**src/core/lp2_pkg.sv**
```systemverilog
//////////////////////////////////////////////////////////////////////////////
// Purpose: Shared constants and types for the bank state tracker
// Assumes: 100 MHz core clock; command pins sampled through synchronisers
// Notes:   Times are printed in ns; cycle counts derive from them
//////////////////////////////////////////////////////////////////////////////
package lp2_pkg;

   // Core clock
   localparam int CLK_PERIOD_NS = 10;

   // Least times, rounded up to whole core cycles, never below one
   function automatic int lp2_cyc_up(input int ns);
      int c;
      c = (ns + CLK_PERIOD_NS - 1) / CLK_PERIOD_NS;
      return (c < 1) ? 1 : c;
   endfunction

   localparam int PRECHARGE_PERIOD_NS = 18;
   localparam int ACTIVATE_TO_ACCESS_DELAY_NS = 18;
   localparam int BANK_REFRESH_CYCLE_TIME_NS = 60;
   localparam int ALL_BANK_REFRESH_CYCLE_TIME_NS = 130;
   localparam int MODE_READ_PERIOD_NS = 20;
   localparam int MODE_WRITE_PERIOD_NS = 50;
   localparam int POWERDOWN_EXIT_TIME_NS = 8;
   localparam int BURST_DURATION_NS = 40;

   localparam int PRECHARGE_PERIOD_CYC = lp2_cyc_up(PRECHARGE_PERIOD_NS);
   localparam int ACTIVATE_TO_ACCESS_DELAY_CYC = lp2_cyc_up(ACTIVATE_TO_ACCESS_DELAY_NS);
   localparam int BANK_REFRESH_CYCLE_TIME_CYC = lp2_cyc_up(BANK_REFRESH_CYCLE_TIME_NS);
   localparam int ALL_BANK_REFRESH_CYCLE_TIME_CYC = lp2_cyc_up(ALL_BANK_REFRESH_CYCLE_TIME_NS);
   localparam int MODE_READ_PERIOD_CYC = lp2_cyc_up(MODE_READ_PERIOD_NS);
   localparam int MODE_WRITE_PERIOD_CYC = lp2_cyc_up(MODE_WRITE_PERIOD_NS);
   localparam int POWERDOWN_EXIT_TIME_CYC = lp2_cyc_up(POWERDOWN_EXIT_TIME_NS);
   localparam int BURST_DURATION_CYC = lp2_cyc_up(BURST_DURATION_NS);

   // Widths and field positions on the command/address bus
   localparam int CA_W = 10;
   localparam int TMR_W = 8;
   localparam int BANK_W = 3;
   localparam int CA_BA_LSB = 7;
   localparam int CA_AUTO_BIT = 0;
   localparam int CA_AB_BIT = 4;
   localparam int CA_MA_LSB = 4;
   localparam int CA_MA_W = 6;
   localparam logic [CA_MA_W-1:0] RESET_MA = 6'h3F;
   localparam int SYNC_W = CA_W + 3;

   typedef enum logic [3:0] {
      CMD_NOP   = 4'h0,
      CMD_ACT   = 4'h1,
      CMD_RD    = 4'h2,
      CMD_WR    = 4'h3,
      CMD_PRE   = 4'h4,
      CMD_STOP = 4'h5,
      CMD_REFPB = 4'h6,
      CMD_REFAB = 4'h7,
      CMD_MODE_RD = 4'h8,
      CMD_MODE_WR = 4'h9,
      CMD_RESET = 4'hA
   } lp2_cmd_e;

   typedef enum logic [3:0] {
      BK_POWER_ON    = 4'h0,
      BK_IDLE        = 4'h1,
      BK_ACTIVATING  = 4'h2,
      BK_ACTIVE      = 4'h3,
      BK_READING     = 4'h4,
      BK_WRITING     = 4'h5,
      BK_READ_AUTO = 4'h6,
      BK_WRITE_AUTO = 4'h7,
      BK_PRECHARGING = 4'h8,
      BK_REFRESHING = 4'h9,
      BK_MODE_RD_IDLE = 4'hA,
      BK_MODE_RD_ACTIVE = 4'hB,
      BK_MR_WRITING = 4'hC,
      BK_RESETTING = 4'hD,
      BK_MODE_RD_RESET = 4'hE
   } lp2_bank_e;

   typedef struct packed {
      lp2_cmd_e kind;
      logic [BANK_W-1:0] bank;
      logic autoPrecharge;
      logic allBanks;
   } lp2_cmd_s;

endpackage

```
**src/core/lp2_pin_sync.sv**
```systemverilog
//////////////////////////////////////////////////////////////////////////////
// Purpose: Two-stage synchroniser for the device pins
// Assumes: Pins change slowly against the core clock
// Notes:   Stage one feeds stage two and nothing else
//////////////////////////////////////////////////////////////////////////////
`timescale 1ns/1ps
module lp2_pin_sync
   import lp2_pkg::*;
#(
   parameter int W = SYNC_W
) (
   input wire logic clk,
   input wire logic rstn,
   input wire logic ce,
   input wire logic [W-1:0] pinIn,
   output logic [W-1:0] pinSync
);

   logic [W-1:0] meta_q;
   logic [W-1:0] sync_q;

   always_ff @(posedge clk) begin
      if (!rstn) begin
         meta_q <= '0;
         sync_q <= '0;
      end else if (ce) begin
         meta_q <= pinIn;
         sync_q <= meta_q;
      end
   end

   assign pinSync = sync_q;

endmodule

```
**src/core/lp2_bank_timer.sv**
```systemverilog
//////////////////////////////////////////////////////////////////////////////
// Purpose: Per-bank down-counter for timed bank states
// Assumes: Load value is the state length in core cycles
// Notes:   Loading zero cancels a running period
//////////////////////////////////////////////////////////////////////////////
`timescale 1ns/1ps
module lp2_bank_timer
   import lp2_pkg::*;
#(
   parameter int W = TMR_W
) (
   input wire logic clk,
   input wire logic rstn,
   input wire logic ce,
   input wire logic load,
   input wire logic [W-1:0] loadVal,
   output logic busy,
   output logic done
);

   logic [W-1:0] cnt_q;

   always_ff @(posedge clk) begin
      if (!rstn) begin
         cnt_q <= '0;
      end else if (ce) begin
         if (load) begin
            cnt_q <= loadVal;
         end else if (cnt_q != '0) begin
            cnt_q <= cnt_q - 1'b1;
         end
      end
   end

   assign busy = (cnt_q != '0);
   // Last cycle of the period: the owner advances on this edge
   assign done = ce && (cnt_q == {{(W-1){1'b0}}, 1'b1});

endmodule

```
**src/core/lp2_bank_tracker.sv**
```systemverilog
//////////////////////////////////////////////////////////////////////////////
// Purpose: Same-bank command state tracker of a four-bank mobile DDR SDRAM
// Assumes: Controller drives CS#, CA and CKE referenced to the device clock
// Notes:   Device clock is sampled by the core clock; no data path here
//////////////////////////////////////////////////////////////////////////////
`timescale 1ns/1ps

module lp2_bank_tracker
   import lp2_pkg::*;
#(
   parameter int NUM_BANKS = 4,
   parameter int PRECHARGE_CYC = PRECHARGE_PERIOD_CYC,
   parameter int ACT_CYC = ACTIVATE_TO_ACCESS_DELAY_CYC,
   parameter int REFPB_CYC = BANK_REFRESH_CYCLE_TIME_CYC,
   parameter int REFAB_CYC = ALL_BANK_REFRESH_CYCLE_TIME_CYC,
   parameter int MODE_RD_CYC = MODE_READ_PERIOD_CYC,
   parameter int MODE_WR_CYC = MODE_WRITE_PERIOD_CYC,
   parameter int PDX_CYC = POWERDOWN_EXIT_TIME_CYC,
   parameter int BURST_CYC = BURST_DURATION_CYC
) (
   input wire logic clk,
   input wire logic rstn,
   input wire logic ce,
   input wire logic devClk,
   input wire logic cke,
   input wire logic csN,
   input wire logic [CA_W-1:0] ca,
   output lp2_bank_e [NUM_BANKS-1:0] bankState,
   output logic illegalCmd,
   output logic cmdAccepted,
   output lp2_cmd_s lastCmd
);

   //////////////////////////////////////////////////////////////////////////
   // Pin capture

   logic [SYNC_W-1:0] pinSync;
   logic devClkS;
   logic ckeS;
   logic csNS;
   logic [CA_W-1:0] caS;
   logic devClkPrev_q;
   logic riseEv;
   logic fallEv;

   lp2_pin_sync #(.W(SYNC_W)) uSync (
      .clk(clk),
      .rstn(rstn),
      .ce(ce),
      .pinIn({devClk, cke, csN, ca}),
      .pinSync(pinSync)
   );

   assign {devClkS, ckeS, csNS, caS} = pinSync;
   assign riseEv = devClkS && !devClkPrev_q;
   assign fallEv = !devClkS && devClkPrev_q;

   always_ff @(posedge clk) begin
      if (!rstn) begin
         devClkPrev_q <= 1'b0;
      end else if (ce) begin
         devClkPrev_q <= devClkS;
      end
   end

   // Rising-edge half of the command, CKE history
   logic [CA_W-1:0] caRise_q;
   logic csNRise_q;
   logic ckeCur_q;
   logic ckePrev_q;
   logic riseSeen_q;

   always_ff @(posedge clk) begin
      if (!rstn) begin
         caRise_q <= '0;
         csNRise_q <= 1'b1;
         ckeCur_q <= 1'b0;
         ckePrev_q <= 1'b0;
         riseSeen_q <= 1'b0;
      end else if (ce) begin
         if (riseEv) begin
            caRise_q <= caS;
            csNRise_q <= csNS;
            ckeCur_q <= ckeS;
            ckePrev_q <= ckeCur_q;
            riseSeen_q <= 1'b1;
         end else if (fallEv) begin
            riseSeen_q <= 1'b0;
         end
      end
   end

   // Power-down exit: hold commands off for the exit time
   logic [TMR_W-1:0] xpCnt_q;

   always_ff @(posedge clk) begin
      if (!rstn) begin
         xpCnt_q <= '0;
      end else if (ce) begin
         if (riseEv && !ckeCur_q && ckeS) begin
            xpCnt_q <= TMR_W'(PDX_CYC);
         end else if (xpCnt_q != '0) begin
            xpCnt_q <= xpCnt_q - 1'b1;
         end
      end
   end

   //////////////////////////////////////////////////////////////////////////
   // Command decode, completed at the falling edge (auto-precharge travels there)

   lp2_cmd_s cmd;
   logic cmdFire;

   always_comb begin
      cmd.bank = caRise_q[CA_BA_LSB +: BANK_W];
      cmd.autoPrecharge = caS[CA_AUTO_BIT];
      cmd.allBanks = caRise_q[CA_AB_BIT];
      cmd.kind = CMD_NOP;
      if (!csNRise_q) begin
         casez (caRise_q[3:0])
            4'b0000: cmd.kind = (caRise_q[CA_MA_LSB +: CA_MA_W] == RESET_MA) ? CMD_RESET : CMD_MODE_WR;
            4'b1000: cmd.kind = CMD_MODE_RD;
            4'b1100: cmd.kind = CMD_REFAB;
            4'b0100: cmd.kind = CMD_REFPB;
            4'b??10: cmd.kind = CMD_ACT;
            4'b?001: cmd.kind = CMD_WR;
            4'b?101: cmd.kind = CMD_RD;
            4'b1011: cmd.kind = CMD_PRE;
            4'b0011: cmd.kind = CMD_STOP;
            default: cmd.kind = CMD_NOP;
         endcase
      end
   end

   // Only with CKE high at this and the previous rising edge and exit time met
   assign cmdFire = fallEv && riseSeen_q && ckePrev_q && ckeCur_q && (xpCnt_q == '0)
                    && (cmd.kind != CMD_NOP);

   //////////////////////////////////////////////////////////////////////////
   // Bank state

   lp2_bank_e [NUM_BANKS-1:0] state_q;
   lp2_bank_e [NUM_BANKS-1:0] eff;
   lp2_bank_e [NUM_BANKS-1:0] nxt;
   logic [NUM_BANKS-1:0] tmrLoad;
   logic [NUM_BANKS-1:0] tmrDone;
   logic [NUM_BANKS-1:0] badVec;
   logic [NUM_BANKS-1:0][TMR_W-1:0] tmrVal;
   logic [BANK_W-1:0] lastBank_q;
   logic anyBad;

   // Post-period state, so a command in the final cycle sees the result
   function automatic lp2_bank_e after_period(input lp2_bank_e s);
      case (s)
         BK_ACTIVATING: after_period = BK_ACTIVE;
         BK_READING: after_period = BK_ACTIVE;
         BK_WRITING: after_period = BK_ACTIVE;
         BK_READ_AUTO: after_period = BK_IDLE;
         BK_WRITE_AUTO: after_period = BK_IDLE;
         BK_PRECHARGING: after_period = BK_IDLE;
         BK_REFRESHING: after_period = BK_IDLE;
         BK_MODE_RD_IDLE: after_period = BK_IDLE;
         BK_MODE_RD_ACTIVE: after_period = BK_ACTIVE;
         BK_MR_WRITING: after_period = BK_IDLE;
         BK_MODE_RD_RESET: after_period = BK_IDLE;
         default: after_period = s;
      endcase
   endfunction

   // Device-wide conditions
   logic allIdle;
   logic allPowerOn;
   logic allResetting;
   logic allIdleOrActive;

   always_comb begin
      allIdle = 1'b1;
      allPowerOn = 1'b1;
      allResetting = 1'b1;
      allIdleOrActive = 1'b1;
      for (int i = 0; i < NUM_BANKS; i++) begin
         allIdle &= (eff[i] == BK_IDLE);
         allPowerOn &= (eff[i] == BK_POWER_ON);
         allResetting &= (eff[i] == BK_RESETTING);
         allIdleOrActive &= (eff[i] == BK_IDLE) || (eff[i] == BK_ACTIVE);
      end
   end

   assign anyBad = |badVec;

   for (genvar b = 0; b < NUM_BANKS; b++) begin : gBank
      logic sel;
      logic inBurst;

      assign sel = (cmd.bank == BANK_W'(b));

      lp2_bank_timer #(.W(TMR_W)) uTimer (
         .clk(clk),
         .rstn(rstn),
         .ce(ce),
         .load(tmrLoad[b] && !anyBad),
         .loadVal(tmrVal[b]),
         .busy(),
         .done(tmrDone[b])
      );

      assign eff[b] = tmrDone[b] ? after_period(state_q[b]) : state_q[b];
      assign inBurst = (eff[b] == BK_READING) || (eff[b] == BK_WRITING);

      always_comb begin
         nxt[b] = eff[b];
         tmrLoad[b] = 1'b0;
         tmrVal[b] = '0;
         badVec[b] = 1'b0;
         if (cmdFire) begin
            case (cmd.kind)
               CMD_ACT: begin
                  if (sel) begin
                     if (eff[b] == BK_IDLE) begin
                        nxt[b] = BK_ACTIVATING;
                        tmrLoad[b] = 1'b1;
                        tmrVal[b] = TMR_W'(ACT_CYC);
                     end else begin
                        badVec[b] = 1'b1;
                     end
                  end
               end
               CMD_RD, CMD_WR: begin
                  // Open row or plain read/write burst (chained) takes it; every other bank state refuses
                  if (sel) begin
                     if (eff[b] == BK_ACTIVE || inBurst) begin
                        tmrLoad[b] = 1'b1;
                        if (cmd.autoPrecharge) begin
                           nxt[b] = (cmd.kind == CMD_RD) ? BK_READ_AUTO : BK_WRITE_AUTO;
                           tmrVal[b] = TMR_W'(BURST_CYC + PRECHARGE_CYC);
                        end else begin
                           nxt[b] = (cmd.kind == CMD_RD) ? BK_READING : BK_WRITING;
                           tmrVal[b] = TMR_W'(BURST_CYC);
                        end
                     end else begin
                        badVec[b] = 1'b1;
                     end
                  end
               end
               CMD_PRE: begin
                  if (sel || cmd.allBanks) begin
                     if (eff[b] == BK_IDLE || eff[b] == BK_ACTIVE) begin
                        nxt[b] = BK_PRECHARGING;
                        tmrLoad[b] = 1'b1;
                        tmrVal[b] = TMR_W'(PRECHARGE_CYC);
                     end else begin
                        badVec[b] = 1'b1;
                     end
                  end
               end
               CMD_STOP: begin
                  // Follows the latest burst, not the address on the bus
                  if (lastBank_q == BANK_W'(b)) begin
                     if (inBurst) begin
                        nxt[b] = BK_ACTIVE;
                        tmrLoad[b] = 1'b1;
                        tmrVal[b] = '0;
                     end else begin
                        badVec[b] = 1'b1;
                     end
                  end
               end
               CMD_REFPB: begin
                  if (sel) begin
                     if (NUM_BANKS == 8 && eff[b] == BK_IDLE) begin
                        nxt[b] = BK_REFRESHING;
                        tmrLoad[b] = 1'b1;
                        tmrVal[b] = TMR_W'(REFPB_CYC);
                     end else begin
                        badVec[b] = 1'b1;
                     end
                  end
               end
               CMD_REFAB: begin
                  if (allIdle) begin
                     nxt[b] = BK_REFRESHING;
                     tmrLoad[b] = 1'b1;
                     tmrVal[b] = TMR_W'(REFAB_CYC);
                  end else begin
                     badVec[b] = 1'b1;
                  end
               end
               CMD_MODE_RD: begin
                  tmrLoad[b] = 1'b1;
                  tmrVal[b] = TMR_W'(MODE_RD_CYC);
                  if (allResetting) begin
                     nxt[b] = BK_MODE_RD_RESET;
                  end else if (allIdleOrActive) begin
                     nxt[b] = (eff[b] == BK_IDLE) ? BK_MODE_RD_IDLE : BK_MODE_RD_ACTIVE;
                  end else begin
                     badVec[b] = 1'b1;
                  end
               end
               CMD_MODE_WR: begin
                  if (allIdle) begin
                     nxt[b] = BK_MR_WRITING;
                     tmrLoad[b] = 1'b1;
                     tmrVal[b] = TMR_W'(MODE_WR_CYC);
                  end else begin
                     badVec[b] = 1'b1;
                  end
               end
               CMD_RESET: begin
                  if (allIdle || allPowerOn) begin
                     nxt[b] = BK_RESETTING;
                     tmrLoad[b] = 1'b1;
                     tmrVal[b] = '0;
                  end else begin
                     badVec[b] = 1'b1;
                  end
               end
               default: nxt[b] = eff[b];
            endcase
         end
      end

      // A refused command leaves every bank as it was
      always_ff @(posedge clk) begin
         if (!rstn) begin
            state_q[b] <= BK_POWER_ON;
         end else if (ce) begin
            state_q[b] <= anyBad ? eff[b] : nxt[b];
         end
      end
   end

   //////////////////////////////////////////////////////////////////////////
   // Burst owner and reporting

   always_ff @(posedge clk) begin
      if (!rstn) begin
         lastBank_q <= '0;
      end else if (ce) begin
         if (cmdFire && !anyBad && (cmd.kind == CMD_RD || cmd.kind == CMD_WR)) begin
            lastBank_q <= cmd.bank;
         end
      end
   end

   logic illegal_q;
   logic accepted_q;
   lp2_cmd_s lastCmd_q;

   always_ff @(posedge clk) begin
      if (!rstn) begin
         illegal_q <= 1'b0;
         accepted_q <= 1'b0;
         lastCmd_q <= '{kind: CMD_NOP, bank: '0, autoPrecharge: 1'b0, allBanks: 1'b0};
      end else if (ce) begin
         illegal_q <= cmdFire && anyBad;
         accepted_q <= cmdFire && !anyBad;
         if (cmdFire) begin
            lastCmd_q <= cmd;
         end
      end
   end

   assign bankState = state_q;
   assign illegalCmd = illegal_q;
   assign cmdAccepted = accepted_q;
   assign lastCmd = lastCmd_q;

endmodule

```
**config.mk**
```make
export PLATFORM = sky130hd
export DESIGN_NAME = lp2_bank_tracker
export DESIGN_NICKNAME = d
export VERILOG_FILES = /design/src/core/lp2_pkg.sv /design/src/core/lp2_pin_sync.sv /design/src/core/lp2_bank_timer.sv /design/src/core/lp2_bank_tracker.sv
export SDC_FILE = /design/constraint.sdc
export NUM_CORES = 1
export LEC_CHECK = 0
export ABC_AREA = 1
export BUFFER_PORTS_ARGS = -buffer_cell sky130_fd_sc_hd__buf_2
export CORE_ASPECT_RATIO = 0.5
export CORE_UTILIZATION = 30
export CTS_CLUSTER_DIAMETER = 150
export DETAILED_ROUTE_END_ITERATION = 8
export MAX_ROUTING_LAYER = met4
export PLACE_DENSITY = 0.48
export SYNTH_ARGS = -nofsm -noshare
export SYNTH_HDL_FRONTEND = slang
export SYNTH_SLANG_ARGS = --single-unit
```
**constraint.sdc**
```tcl
create_clock -name clk -period 5.2 [get_ports clk]
set_input_delay 0.52 -clock clk [delete_from_list [all_inputs] [get_ports clk]]
set_output_delay 0.52 -clock clk [all_outputs]
set_load 0.05 [all_outputs]
```
==> flow_summary_export.csv, run 1 <==
group,metric,value,unit
status,status,"completed",
yosys,synth-compound-area-share,0.167,
yosys,synth_xor_xnor_area_share,0.0161,
finish,synthToLayoutAreaGrowth,9.83,%
timing,fin_crit,3.90,ns
floorplanning,floorplan.die.width,235,um
critical_path,critical_path.endpoint_type,"flip-flop",
yosys,syn-cell-area,8170,sq um
timing,max_slew_margin,0.243,
yosys,synth_nets,1376,
yosys,synth_cells,1346,
finish,drive_above_1_share,0.118,
timing,fin_hold_ws,0.348,ns
timing,report.final.hold_viol_count,0,
yosys,post_synth.cell_area_avg,6.07,sq um
power_and_ir_drop,power_frac_clock,0.262,
global_route,global_route.usage.total,0.234,
floorplanning,initial_core_util,0.307,
floorplanning,placementRows,42,
routing,first_pass_iters,5,
finish,multi_input_comb_area,5120,sq um
finish,n_antenna_cell,0,
floorplanning,boundaryPins,43,
global_route,grt_antenna_before_repair,0,
yosys,synth_cell_types,50,
worst_hold_path,min-delay-path-class,"in -> reg",
critical_path,worst_ep_arrival_time,4.20,ns
yosys,ys_seq_area_frac,0.272,
power_and_ir_drop,netSwitchingFraction,0.413,
critical_path,timing.critical_path.fanout_max,12,
clock_network,clock_transition_at_the_registers_of_the_reported_paths,0.09,ns
routing,route.detailed.vias_per_inst,5.18,
placement,gp_congestion,1.02,
yosys,dominant_combinational_cell_family_by_area_after_synthesis,"simple AND/OR/NAND/NOR gates",
global_route,grt.overflow.total,0,
clock_network,post_cts_resized,0,
yosys,post_synth_fa_ha_maj_area_fraction,0.0214,
routing,route.detailed.wl_per_inst,18.2,um
yosys,edff_count_synth,0,
critical_path,worst-setup-path-type,"reg -> reg",
power_and_ir_drop,p_leak,4.14,nW
clock_network,worstSkewPairLatency,0.40,ns
clock_network,htree_levels,3,
finish,final_net_count,1395,
yosys,ys.flop_type,"sky130_fd_sc_hd__dfxtp_1",
yosys,yosysWarningCount,0,
yosys,synthSimpleGateAreaFrac,0.421,
clock_network,tritoncts,"yes",
timing,clock.fmax,0.256,GHz
power_and_ir_drop,power_frac_seq,0.380,
finish,most-common-layout-cells,"sky130_fd_sc_hd__nand2_1, sky130_fd_sc_hd__nor2_1, sky130_fd_sc_hd__inv_1",
yosys,synthArstFlopShare,0,
yosys,muxShareOfSynthArea,0,
timing,setup_viol_count_final,0,
critical_path,crit_path_start_kind,"flip-flop",
routing,drc_errors,0,
finish,mostFrequentLayoutCell,"sky130_fd_sc_hd__nand2_1",
timing,final.setup_skew,0.0180,ns
routing,routed_wirelength,31300,um
placement,number_of_input_and_output_port_buffers_inserted,42,
global_route,largest_net_degree_at_the_start_of_global_routing,72,
floorplanning,height_of_the_chip,119,um
critical_path,worst-endpoint-required,5.50,ns
power_and_ir_drop,power_density,310,nW/um^2
floorplanning,die_area,28000,sq um
timing,timing_max_transition_violations_final,0,
placement,detailed_place_hpwl,23800,um
clock_network,cts.root.buffer_cell,"sky130_fd_sc_hd__clkbuf_16",
global_route,grt_first_pass_wirelength,48500,um
power_and_ir_drop,peakVddDrop,0.000158,V
power_and_ir_drop,power_switching,0.00115,W
finish,instances_no_fill,1722,
clock_network,clockBufferDepth,2,
job,max_cap_viol_count,0,
routing,final_antenna_net_count,0,
yosys,postSynthRegisterBits,111,
global_route,first_global_vias,8333,
floorplanning,floorplan.core_area,26600,sq um
power_and_ir_drop,internal-power,0.00163,W
routing,iteration_0_drc_markers,767,
timing,unrepaired_setup_endpoints_after_global_routing,"false",
finish,fill_cells,3013,
clock_network,cts_sinks,111,
timing,fin_setup_tns,0,ns
clock_network,post_cts_buffers,0,
finish,regArea,2220,sq um
routing,routed-via-count,8923,
timing,tightest_slew,1.13,ns
placement,post-place-cells,1706,
clock_network,tritoncts.num_buffers,9,
clock_network,cts_hold_buffers,0,
timing,layout_worst_path_cycle_share,0.750,
power_and_ir_drop,comb_power_share,0.358,
## registers in the layout, indices dropped and copies added (netlist names), 3 cells and up
signal,cells
xpCnt_q,8
uSync.pinSync,13
caRise_q,10
lastCmd,9
lastBank_q,3
uSync.meta_q,13
gBank.uTimer.cnt_q,32
bankState,16
## critical path, stage by stage, from the launching register on
cell                       delay [ns]
sky130_fd_sc_hd__dfxtp_1         0.54
sky130_fd_sc_hd__inv_2           0.21
sky130_fd_sc_hd__nand3_2         0.10
sky130_fd_sc_hd__nand2_1         0.06
sky130_fd_sc_hd__nor2_2          0.09
sky130_fd_sc_hd__nand2_1         0.11
sky130_fd_sc_hd__o211ai_1        0.26
sky130_fd_sc_hd__nand2_2         0.23
sky130_fd_sc_hd__nor2_2          0.14
sky130_fd_sc_hd__nand2_2         0.17
sky130_fd_sc_hd__nand3_1         0.16
sky130_fd_sc_hd__nand2_4         0.11
sky130_fd_sc_hd__nor3_4          0.74
sky130_fd_sc_hd__nand4_2         0.32
sky130_fd_sc_hd__nand2_2         0.30
sky130_fd_sc_hd__inv_1           0.09
sky130_fd_sc_hd__nor2_1          0.11
sky130_fd_sc_hd__nor2_1          0.05
## path summary, 6_finish.rpt
kind                              endpoint  cells past startpoint  slack [ns]          from
setup / recovery  gBank[1].uTimer.cnt_q[3]                     17        1.30  bankState[3]
hold / removal             uSync.meta_q[8]                      3        0.35         ca[8]
hold reg to reg                cmdAccepted                      2        0.47   cmdAccepted
setup reg to reg  gBank[1].uTimer.cnt_q[3]                     17        1.30  bankState[3]
## cells in the mapped netlist, types with 2 or more instances
cell type | count | area [sq um]
sky130_fd_sc_hd__nor3_1 | 30 | 150
sky130_fd_sc_hd__inv_1 | 149 | 559
sky130_fd_sc_hd__o21bai_1 | 2 | 15.0
sky130_fd_sc_hd__nand4_2 | 5 | 62.6
sky130_fd_sc_hd__inv_2 | 14 | 52.6
sky130_fd_sc_hd__and3_1 | 3 | 18.8
sky130_fd_sc_hd__nor4_1 | 4 | 25.0
sky130_fd_sc_hd__nand2_2 | 31 | 194
sky130_fd_sc_hd__clkbuf_1 | 25 | 93.8
sky130_fd_sc_hd__nor2_2 | 15 | 93.8
sky130_fd_sc_hd__ha_1 | 14 | 175
sky130_fd_sc_hd__and2_1 | 2 | 12.5
sky130_fd_sc_hd__o22ai_1 | 6 | 37.5
sky130_fd_sc_hd__buf_6 | 5 | 56.3
sky130_fd_sc_hd__nor2_1 | 209 | 785
sky130_fd_sc_hd__xor2_1 | 7 | 61.3
sky130_fd_sc_hd__nand3_2 | 7 | 70.1
sky130_fd_sc_hd__o21a_1 | 7 | 52.6
sky130_fd_sc_hd__nand3_1 | 119 | 596
sky130_fd_sc_hd__a211oi_1 | 4 | 30.0
sky130_fd_sc_hd__o21ai_0 | 105 | 526
sky130_fd_sc_hd__o21ai_1 | 9 | 45.0
sky130_fd_sc_hd__a21oi_1 | 85 | 425
sky130_fd_sc_hd__or2_2 | 3 | 18.8
sky130_fd_sc_hd__buf_2 | 6 | 30.0
sky130_fd_sc_hd__o211ai_1 | 14 | 105
sky130_fd_sc_hd__dfxtp_1 | 111 | 2220
sky130_fd_sc_hd__buf_4 | 3 | 22.5
sky130_fd_sc_hd__o2111ai_1 | 2 | 17.5
sky130_fd_sc_hd__xnor2_1 | 8 | 70.1
sky130_fd_sc_hd__buf_1 | 4 | 15.0
sky130_fd_sc_hd__nand4_1 | 27 | 169
sky130_fd_sc_hd__nand2_4 | 5 | 56.3
sky130_fd_sc_hd__a31oi_1 | 4 | 25.0
sky130_fd_sc_hd__nor2_4 | 10 | 113
sky130_fd_sc_hd__nand2_1 | 278 | 1040
## power by group through the flow
stage	registers, W	clock network (W)	logic, W
after floorplan	0.00107	0	0.000775
after detailed placement	0.00108	0	0.000994
after CTS	0.00106	0.000762	0.000999
after global routing	0.00108	0.000793	0.00115
final	0.00106	0.000729	0.000997
after global placement	0.00107	0	0.000991
## cell type report
cell class	instances	share of cell area
multi-input cells	1028	0.570
clock buffers	9	0.0251
flip-flops and latches	111	0.248
inverters	164	0.0686
clock inverters	7	0.00864
well taps	352	0.0491
repair buffers	51	0.0309
## per-stage QoR
step / util / setup WS, ns / area (sq um) / power [W]
final: 0.338 / 1.30 / 8980 / 0.00278
after global routing: 0.338 / 1.04 / 8980 / 0.00302
after CTS: 0.338 / 1.37 / 8980 / 0.00282
after detailed placement: 0.326 / 1.05 / 8670 / 0.00207
after global placement: 0.326 / 1.11 / 8670 / 0.00207
after floorplan: - / 2.26 / 8170 / 0.00184
## per-layer routing
layer | part of all wire | GRT usage
met1 | 0.49 | 0.319
met4 | 0.027 | 0.0797
met5 | 0 | -
met3 | 0.063 | 0.0467
met2 | 0.42 | 0.341
## kinds of logic after synthesis
logic type / after synthesis
AO/OA/AOI/OAI: 247
XOR/XNOR: 15
adder cells (fa/ha/maj): 14
buffers and inverters: 207
flip-flops: 111
AND/OR/NAND/NOR: 752
No activity file was read; power rests on OpenSTA's default activity.
==> run 2: changes to the inputs <==
==> constraint.sdc (replaced) <==
create_clock -name clk -period 3.8 [get_ports clk]
set_input_delay 0.38 -clock clk [delete_from_list [all_inputs] [get_ports clk]]
set_output_delay 0.38 -clock clk [all_outputs]
set_load 0.05 [all_outputs]
==> flow_summary_export.csv, run 2 (synthesized netlist as in run 1, its figures left out) <==
group,metric,value,unit
status,status,"completed",
power_and_ir_drop,p_leak,4.32,nW
critical_path,cp_delay_by_family_top,"simple AND/OR/NAND/NOR gates",
finish,instances_no_fill,1757,
critical_path,worst_setup_path_startpoint,"caRise_q[4]",
clock_network,tritoncts.num_buffers,9,
finish,mostFrequentLayoutCell,"sky130_fd_sc_hd__nand2_1",
routing,final_antenna_net_count,0,
global_route,grt_antenna_before_repair,0,
timing,fin_hold_ws,0.211,ns
power_and_ir_drop,peakVddDrop,0.000205,V
global_route,first_global_vias,8441,
finish,most-common-layout-cells,"sky130_fd_sc_hd__nand2_1, sky130_fd_sc_hd__nor2_1, sky130_fd_sc_hd__inv_1",
placement,gp_congestion,1.01,
timing,unrepaired_setup_endpoints_after_global_routing,"false",
critical_path,worstPathCellList,"nand2_1 > nor2_1 > nand2_1 > nand2_1 > a21oi_4 > nand3_1 > nor3_1 > nor2_1 > nand2_1 > inv_1 > nand3_2 > nand4_2 > a21oi_1 > nand2_1 > a21oi_1",
routing,route.detailed.wl_per_inst,18.4,um
global_route,global_route.usage.total,0.243,
routing,route.detailed.vias_per_inst,5.12,
placement,post-place-cells,1742,
power_and_ir_drop,internal-power,0.00228,W
placement,number_of_input_and_output_port_buffers_inserted,42,
critical_path,worst-path-buf-inv,1,
finish,synthToLayoutAreaGrowth,13.2,%
worst_hold_path,min_path_cells,3,
clock_network,clockBufferDepth,2,
clock_network,cts_sinks,111,
timing,layout_worst_path_cycle_share,0.909,
timing,fin_crit,3.46,ns
clock_network,post_cts_buffers,0,
critical_path,delay_of_the_slowest_critical_path_stage,0.64,ns
clock_network,htree_levels,3,
timing,max_slew_margin,0.453,
finish,multi_input_comb_area,5120,sq um
floorplanning,boundaryPins,43,
routing,iteration_0_drc_markers,834,
finish,final_area,9250,sq um
timing,report.final.hold_viol_count,0,
clock_network,tritoncts,"yes",
global_route,grt_first_pass_wirelength,49500,um
critical_path,reg2regPathDepth,15,
floorplanning,die_area,28000,sq um
critical_path,r2r_end,"gBank[3].uTimer.cnt_q[1]",
clock_network,cts.root.buffer_cell,"sky130_fd_sc_hd__clkbuf_16",
clock_network,worstSkewPairLatency,0.39,ns
power_and_ir_drop,power_frac_clock,0.248,
power_and_ir_drop,netSwitchingFraction,0.404,
worst_hold_path,min-delay-path-class,"in -> reg",
worst_hold_path,holdPathEnd,"uSync.meta_q[5]",
finish,drive_above_1_share,0.141,
finish,final_net_count,1431,
routing,routed-via-count,8998,
timing,clock.fmax,0.289,GHz
finish,fill_cells,2978,
critical_path,critical_path.reg2reg.startpoint,"caRise_q[4]",
floorplanning,placementRows,42,
placement,place_area,8970,sq um
finish,n_antenna_cell,0,
timing,timing_max_transition_violations_final,0,
critical_path,crit_path_top_delay_cell,"sky130_fd_sc_hd__nor3_1",
timing,fin_setup_tns,0,ns
placement,detailed_place_hpwl,25300,um
timing,final.setup_skew,0.0118,ns
power_and_ir_drop,power_density,413,nW/um^2
finish,largest_register_ffs,32,
critical_path,crit_path_start_kind,"flip-flop",
power_and_ir_drop,power_switching,0.00154,W
finish,regArea,2220,sq um
timing,tightest_slew,0.814,ns
global_route,largest_net_degree_at_the_start_of_global_routing,47,
critical_path,timing.critical_path.fanout_max,9,
floorplanning,height_of_the_chip,119,um
clock_network,clock_transition_at_the_registers_of_the_reported_paths,0.08,ns
critical_path,critical_path.most_common_cell,"sky130_fd_sc_hd__nand2_1",
timing,setup_viol_count_final,0,
power_and_ir_drop,power_frac_seq,0.379,
power_and_ir_drop,comb_power_share,0.373,
routing,drc_errors,0,
floorplanning,floorplan.die.width,235,um
floorplanning,floorplan.core_area,26600,sq um
critical_path,worst_ep_arrival_time,3.78,ns
critical_path,worst-endpoint-required,4.13,ns
worst_hold_path,hold_path.startpoint,"ca[5]",
critical_path,critical_path.endpoint_type,"flip-flop",
routing,routed_wirelength,32300,um
routing,first_pass_iters,5,
critical_path,worst-setup-path-type,"reg -> reg",
job,max_cap_viol_count,0,
global_route,grt.overflow.total,0,
finish,largest-register,"gBank.uTimer.cnt_q",
floorplanning,initial_core_util,0.307,
critical_path,rrSetupSlack,0.34,ns
## run 2: cell count changes in the layout (fill, tap and decap cells not counted), sizes merged
cell	delta
clkinv	-1
buf	+36
## run 2: stage by stage
stage	power [W]	setup slack [ns]	util
global route	0.00414	0.0104	0.348
detailed placement	0.00289	0.214	0.337
floorplan	0.00252	0.860	-
global placement	0.00289	0.189	0.337
finish	0.00382	0.344	0.348
CTS	0.00387	0.327	0.348
## run 2: worst register-to-register path: stages (launching register included)
cell,delay [ns]
sky130_fd_sc_hd__dfxtp_1,0.42
sky130_fd_sc_hd__nand2_1,0.10
sky130_fd_sc_hd__nor2_1,0.05
sky130_fd_sc_hd__nand2_1,0.09
sky130_fd_sc_hd__nand2_1,0.11
sky130_fd_sc_hd__a21oi_4,0.32
sky130_fd_sc_hd__nand3_1,0.48
sky130_fd_sc_hd__nor3_1,0.64
sky130_fd_sc_hd__nor2_1,0.10
sky130_fd_sc_hd__nand2_1,0.10
sky130_fd_sc_hd__inv_1,0.06
sky130_fd_sc_hd__nand3_2,0.08
sky130_fd_sc_hd__nand4_2,0.23
sky130_fd_sc_hd__a21oi_1,0.39
sky130_fd_sc_hd__nand2_1,0.09
sky130_fd_sc_hd__a21oi_1,0.12
## run 2: how the worst max path moves through the flow
stage,endpoint,slack (ns),cells past startpoint
detailed placement,gBank[3].uTimer.cnt_q[1],0.21,17
global route,gBank[2].uTimer.cnt_q[2],0.01,22
floorplan,gBank[2].uTimer.cnt_q[3],0.86,22
finish,gBank[3].uTimer.cnt_q[1],0.34,15
global placement,gBank[3].uTimer.cnt_q[1],0.19,17
CTS,gBank[3].uTimer.cnt_q[1],0.33,18
## run 2: power by group through the flow
stage / Sequential, W / Combinational [W] / Clock, W
floorplan: 0.00146 / 0.00106 / 0
global placement: 0.00147 / 0.00142 / 0
detailed placement: 0.00147 / 0.00142 / 0
CTS: 0.00145 / 0.00143 / 0.000998
global route: 0.00147 / 0.00163 / 0.00104
finish: 0.00145 / 0.00143 / 0.000949
## run 2: layout make-up
type | count | area share
clock buffers | 9 | 0.0243
clock inverters | 6 | 0.00595
inverters | 164 | 0.0665
multi-input cells | 1028 | 0.553
flip-flops and latches | 111 | 0.240
well taps | 352 | 0.0476
repair buffers | 87 | 0.0619
## run 2: layer usage
layer  track usage  routed length [um]  vias up
met5             -                   0        -
met4        0.0694                 631        0
met3        0.0479                1910       41
met2         0.359               14000      232
met1         0.333               15800     4209
li1              -                   -     4516
## run 2: repair_timing
action | CTS | global route
hold buffers | 0 | 0
resized for setup | 0 | 1
setup endpoints to repair | 0 | 4
endpoints found under the hold margin | 0 | 0
==> run 3: changes to the inputs <==
--- a/config.mk
+++ b/config.mk
@@ -12,7 +12,8 @@
 export CTS_CLUSTER_DIAMETER = 150
 export DETAILED_ROUTE_END_ITERATION = 8
 export MAX_ROUTING_LAYER = met4
-export PLACE_DENSITY = 0.48
+export PLACE_DENSITY = 0.5
+export SLEW_MARGIN = 20
 export SYNTH_ARGS = -nofsm -noshare
 export SYNTH_HDL_FRONTEND = slang
 export SYNTH_SLANG_ARGS = --single-unit
==> constraint.sdc (replaced) <==
create_clock -name clk -period 2.9 [get_ports clk]
set_input_delay 0.29 -clock clk [delete_from_list [all_inputs] [get_ports clk]]
set_output_delay 0.29 -clock clk [all_outputs]
set_load 0.05 [all_outputs]
==> flow_summary_export.csv, run 3 (synthesized netlist as in run 1, its figures left out) <==
group,metric,value,unit
status,status,"complete, but fails checks",
status,failing_checks,"negative setup slack",
global_route,first_global_vias,9476,
critical_path,rrSetupSlack,-0.02,ns
floorplanning,placementRows,42,
timing,setup_viol_count_final,4,
critical_path,critical_path.most_common_cell,"sky130_fd_sc_hd__nand2_4",
timing,final.setup_skew,0.0114,ns
critical_path,cp_delay_by_family_top,"simple AND/OR/NAND/NOR gates",
critical_path,worst-endpoint-required,3.18,ns
finish,final_net_count,1670,
global_route,grt_antenna_before_repair,0,
finish,instances_no_fill,1997,
finish,mostFrequentLayoutCell,"sky130_fd_sc_hd__buf_4",
clock_network,tritoncts,"yes",
finish,synthToLayoutAreaGrowth,48.0,%
global_route,grt-busiest-layer,"met2",
critical_path,delay_of_the_slowest_critical_path_stage,0.33,ns
power_and_ir_drop,p_leak,5.66,nW
critical_path,worst_ep_arrival_time,3.20,ns
floorplanning,floorplan.die.width,235,um
power_and_ir_drop,peakVddDrop,0.000287,V
placement,post-place-cells,1946,
timing,report.final.hold_viol_count,0,
placement,number_of_input_and_output_port_buffers_inserted,42,
global_route,groute.layer.met2.usage,0.383,
worst_hold_path,holdPathEnd,"uSync.meta_q[0]",
routing,routed-via-count,10200,
critical_path,reg2regPathDepth,22,
routing,first_pass_iters,5,
critical_path,r2r_end,"gBank[2].uTimer.cnt_q[1]",
finish,most-common-layout-cells,"sky130_fd_sc_hd__buf_4, sky130_fd_sc_hd__nand2_1, sky130_fd_sc_hd__nor2_1",
finish,fill_cells,2764,
routing,routed_wirelength,34600,um
clock_network,clock_transition_at_the_registers_of_the_reported_paths,0.09,ns
global_route,grt.met1_usage,0.344,
finish,final_core_util,0.455,
critical_path,worst-setup-path-type,"reg -> reg",
placement,detailed_place_hpwl,26700,um
routing,route.detailed.wl_per_inst,17.3,um
timing,unrepaired_setup_endpoints_after_global_routing,"true",
critical_path,timing.critical_path.fanout_max,6,
worst_hold_path,min-delay-path-class,"in -> reg",
placement,detailedPlace.worstSlack,-0.409,ns
routing,route.detailed.vias_per_inst,5.11,
worst_hold_path,min_path_cells,3,
job,max_cap_viol_count,0,
routing,drc_errors,0,
routing,iteration_0_drc_markers,816,
timing,clock.fmax,0.342,GHz
global_route,grt.overflow.total,0,
power_and_ir_drop,power_density,476,nW/um^2
critical_path,critical_path.reg2reg.startpoint,"gBank[3].uTimer.cnt_q[1]",
timing,fin_crit,2.92,ns
critical_path,crit_path_top_delay_cell,"sky130_fd_sc_hd__dfxtp_2",
critical_path,worst_setup_path_startpoint,"gBank[3].uTimer.cnt_q[1]",
finish,largest-register,"gBank.uTimer.cnt_q",
finish,drive_above_1_share,0.360,
worst_hold_path,hold_path.startpoint,"ca[0]",
clock_network,worstSkewPairLatency,0.39,ns
global_route,global_route.usage.total,0.252,
global_route,use_met3,0.0413,
timing,layout_worst_path_cycle_share,1.01,
global_route,largest_net_degree_at_the_start_of_global_routing,48,
critical_path,crit_path_start_kind,"flip-flop",
floorplanning,boundaryPins,43,
floorplanning,height_of_the_chip,119,um
timing,timing.final.ws_setup,-0.0234,ns
clock_network,htree_levels,3,
floorplanning,initial_core_util,0.307,
timing,max_slew_margin,0.260,
critical_path,worst-path-buf-inv,6,
clock_network,clockBufferDepth,2,
finish,largest_register_ffs,32,
routing,final_antenna_net_count,0,
floorplanning,die_area,28000,sq um
timing,tightest_slew,1.10,ns
critical_path,critical_path.endpoint_type,"flip-flop",
placement,gp_congestion,1.06,
finish,n_antenna_cell,0,
clock_network,cts_sinks,111,
floorplanning,floorplan.core_area,26600,sq um
critical_path,worstPathCellList,"inv_2 > ha_4 > nand2_2 > inv_2 > nand2_4 > nor2_4 > nand2_4 > o211ai_1 > buf_4 > nand2_8 > nand2_4 > nand2_4 > nand2_2 > nand3_2 > nor3_4 > buf_12 > buf_12 > nand4_4 > nand2_4 > inv_4 > nor2_4 > nor2_1",
global_route,grt_first_pass_wirelength,53200,um
clock_network,cts.root.buffer_cell,"sky130_fd_sc_hd__clkbuf_16",
timing,timing_max_transition_violations_final,0,
clock_network,tritoncts.num_buffers,9,
-- run 3: changes by cell type in the layout (fill, tap and decap cells not counted), moves of 18 or more --
| cell | delta |
|---|---|
| sky130_fd_sc_hd__buf_4 | +215 |
| sky130_fd_sc_hd__nand2_1 | -38 |
| sky130_fd_sc_hd__nand3_1 | -35 |
| sky130_fd_sc_hd__nand3_2 | +24 |
| sky130_fd_sc_hd__nor2_1 | -20 |
| sky130_fd_sc_hd__nand2_4 | +19 |
| sky130_fd_sc_hd__dfxtp_1 | -18 |
| sky130_fd_sc_hd__dfxtp_2 | +18 |
| sky130_fd_sc_hd__nand2_2 | +18 |
-- run 3: report_power, final --
| group | total, W | switching (W) | internal (W) |
|---|---|---|---|
| clock | 0.00137 | 0.000730 | 0.000642 |
| combinational | 0.00251 | 0.00146 | 0.00105 |
| sequential | 0.00188 | 0.000150 | 0.00173 |
| total | 0.00576 | 0.00234 | 0.00342 |
-- run 3: worst reg2reg max path, stage by stage (launching register included) --
cell	delay [ns]
sky130_fd_sc_hd__dfxtp_2	0.33
sky130_fd_sc_hd__inv_2	0.07
sky130_fd_sc_hd__ha_4	0.12
sky130_fd_sc_hd__nand2_2	0.05
sky130_fd_sc_hd__inv_2	0.07
sky130_fd_sc_hd__nand2_4	0.05
sky130_fd_sc_hd__nor2_4	0.15
sky130_fd_sc_hd__nand2_4	0.09
sky130_fd_sc_hd__o211ai_1	0.22
sky130_fd_sc_hd__buf_4	0.22
sky130_fd_sc_hd__nand2_8	0.07
sky130_fd_sc_hd__nand2_4	0.09
sky130_fd_sc_hd__nand2_4	0.06
sky130_fd_sc_hd__nand2_2	0.09
sky130_fd_sc_hd__nand3_2	0.10
sky130_fd_sc_hd__nor3_4	0.23
sky130_fd_sc_hd__buf_12	0.16
sky130_fd_sc_hd__buf_12	0.14
sky130_fd_sc_hd__nand4_4	0.14
sky130_fd_sc_hd__nand2_4	0.17
sky130_fd_sc_hd__inv_4	0.07
sky130_fd_sc_hd__nor2_4	0.09
sky130_fd_sc_hd__nor2_1	0.04
-- run 3: how the worst max path moves through the flow --
stage                                    end  slack (ns)  depth (start not counted)
global route        gBank[0].uTimer.cnt_q[1]       -0.20                         22
CTS                 gBank[3].uTimer.cnt_q[4]       0.005                         23
global placement    gBank[3].uTimer.cnt_q[1]       -0.41                         18
floorplan           gBank[2].uTimer.cnt_q[3]       0.006                         19
finish              gBank[2].uTimer.cnt_q[1]       -0.02                         22
detailed placement  gBank[3].uTimer.cnt_q[1]       -0.41                         20
-- run 3: per-layer routing --
layer,routed length (um),part of all wire
met5,0,0
met4,932,0.027
met3,2430,0.070
met2,15000,0.43
met1,16200,0.47
-- run 3: metrics by stage --
step	instance area [sq um]	TNS (ns)	power, W	hold slack [ns]
6_report	12100	-0.0515	0.00576	0.120
5_1_grt	12100	-6.42	0.00618	0.128
4_1_cts	11300	0	0.00557	0.101
3_5_place_dp	10600	-11.50	0.00409	0.453
3_3_place_gp	10600	-10.84	0.00404	0.448
2_1_floorplan	8180	0	0.00330	0.425
-- run 3: layout make-up --
class / count / area [sq um] / area share
multi-input cells: 1031 / 5970 / 0.493
repair buffers: 323 / 2500 / 0.206
flip-flops and latches: 111 / 2240 / 0.186
inverters: 164 / 628 / 0.0519
well taps: 352 / 440 / 0.0364
clock buffers: 9 / 225 / 0.0186
clock inverters: 7 / 96.3 / 0.00796
-- run 3: timing repair --
action,CTS,global route
gates cloned,2,2
buffers inserted,11,20
pin swaps,38,70
setup endpoints to repair,49,52
hold buffers,0,0
resized for setup,82,166
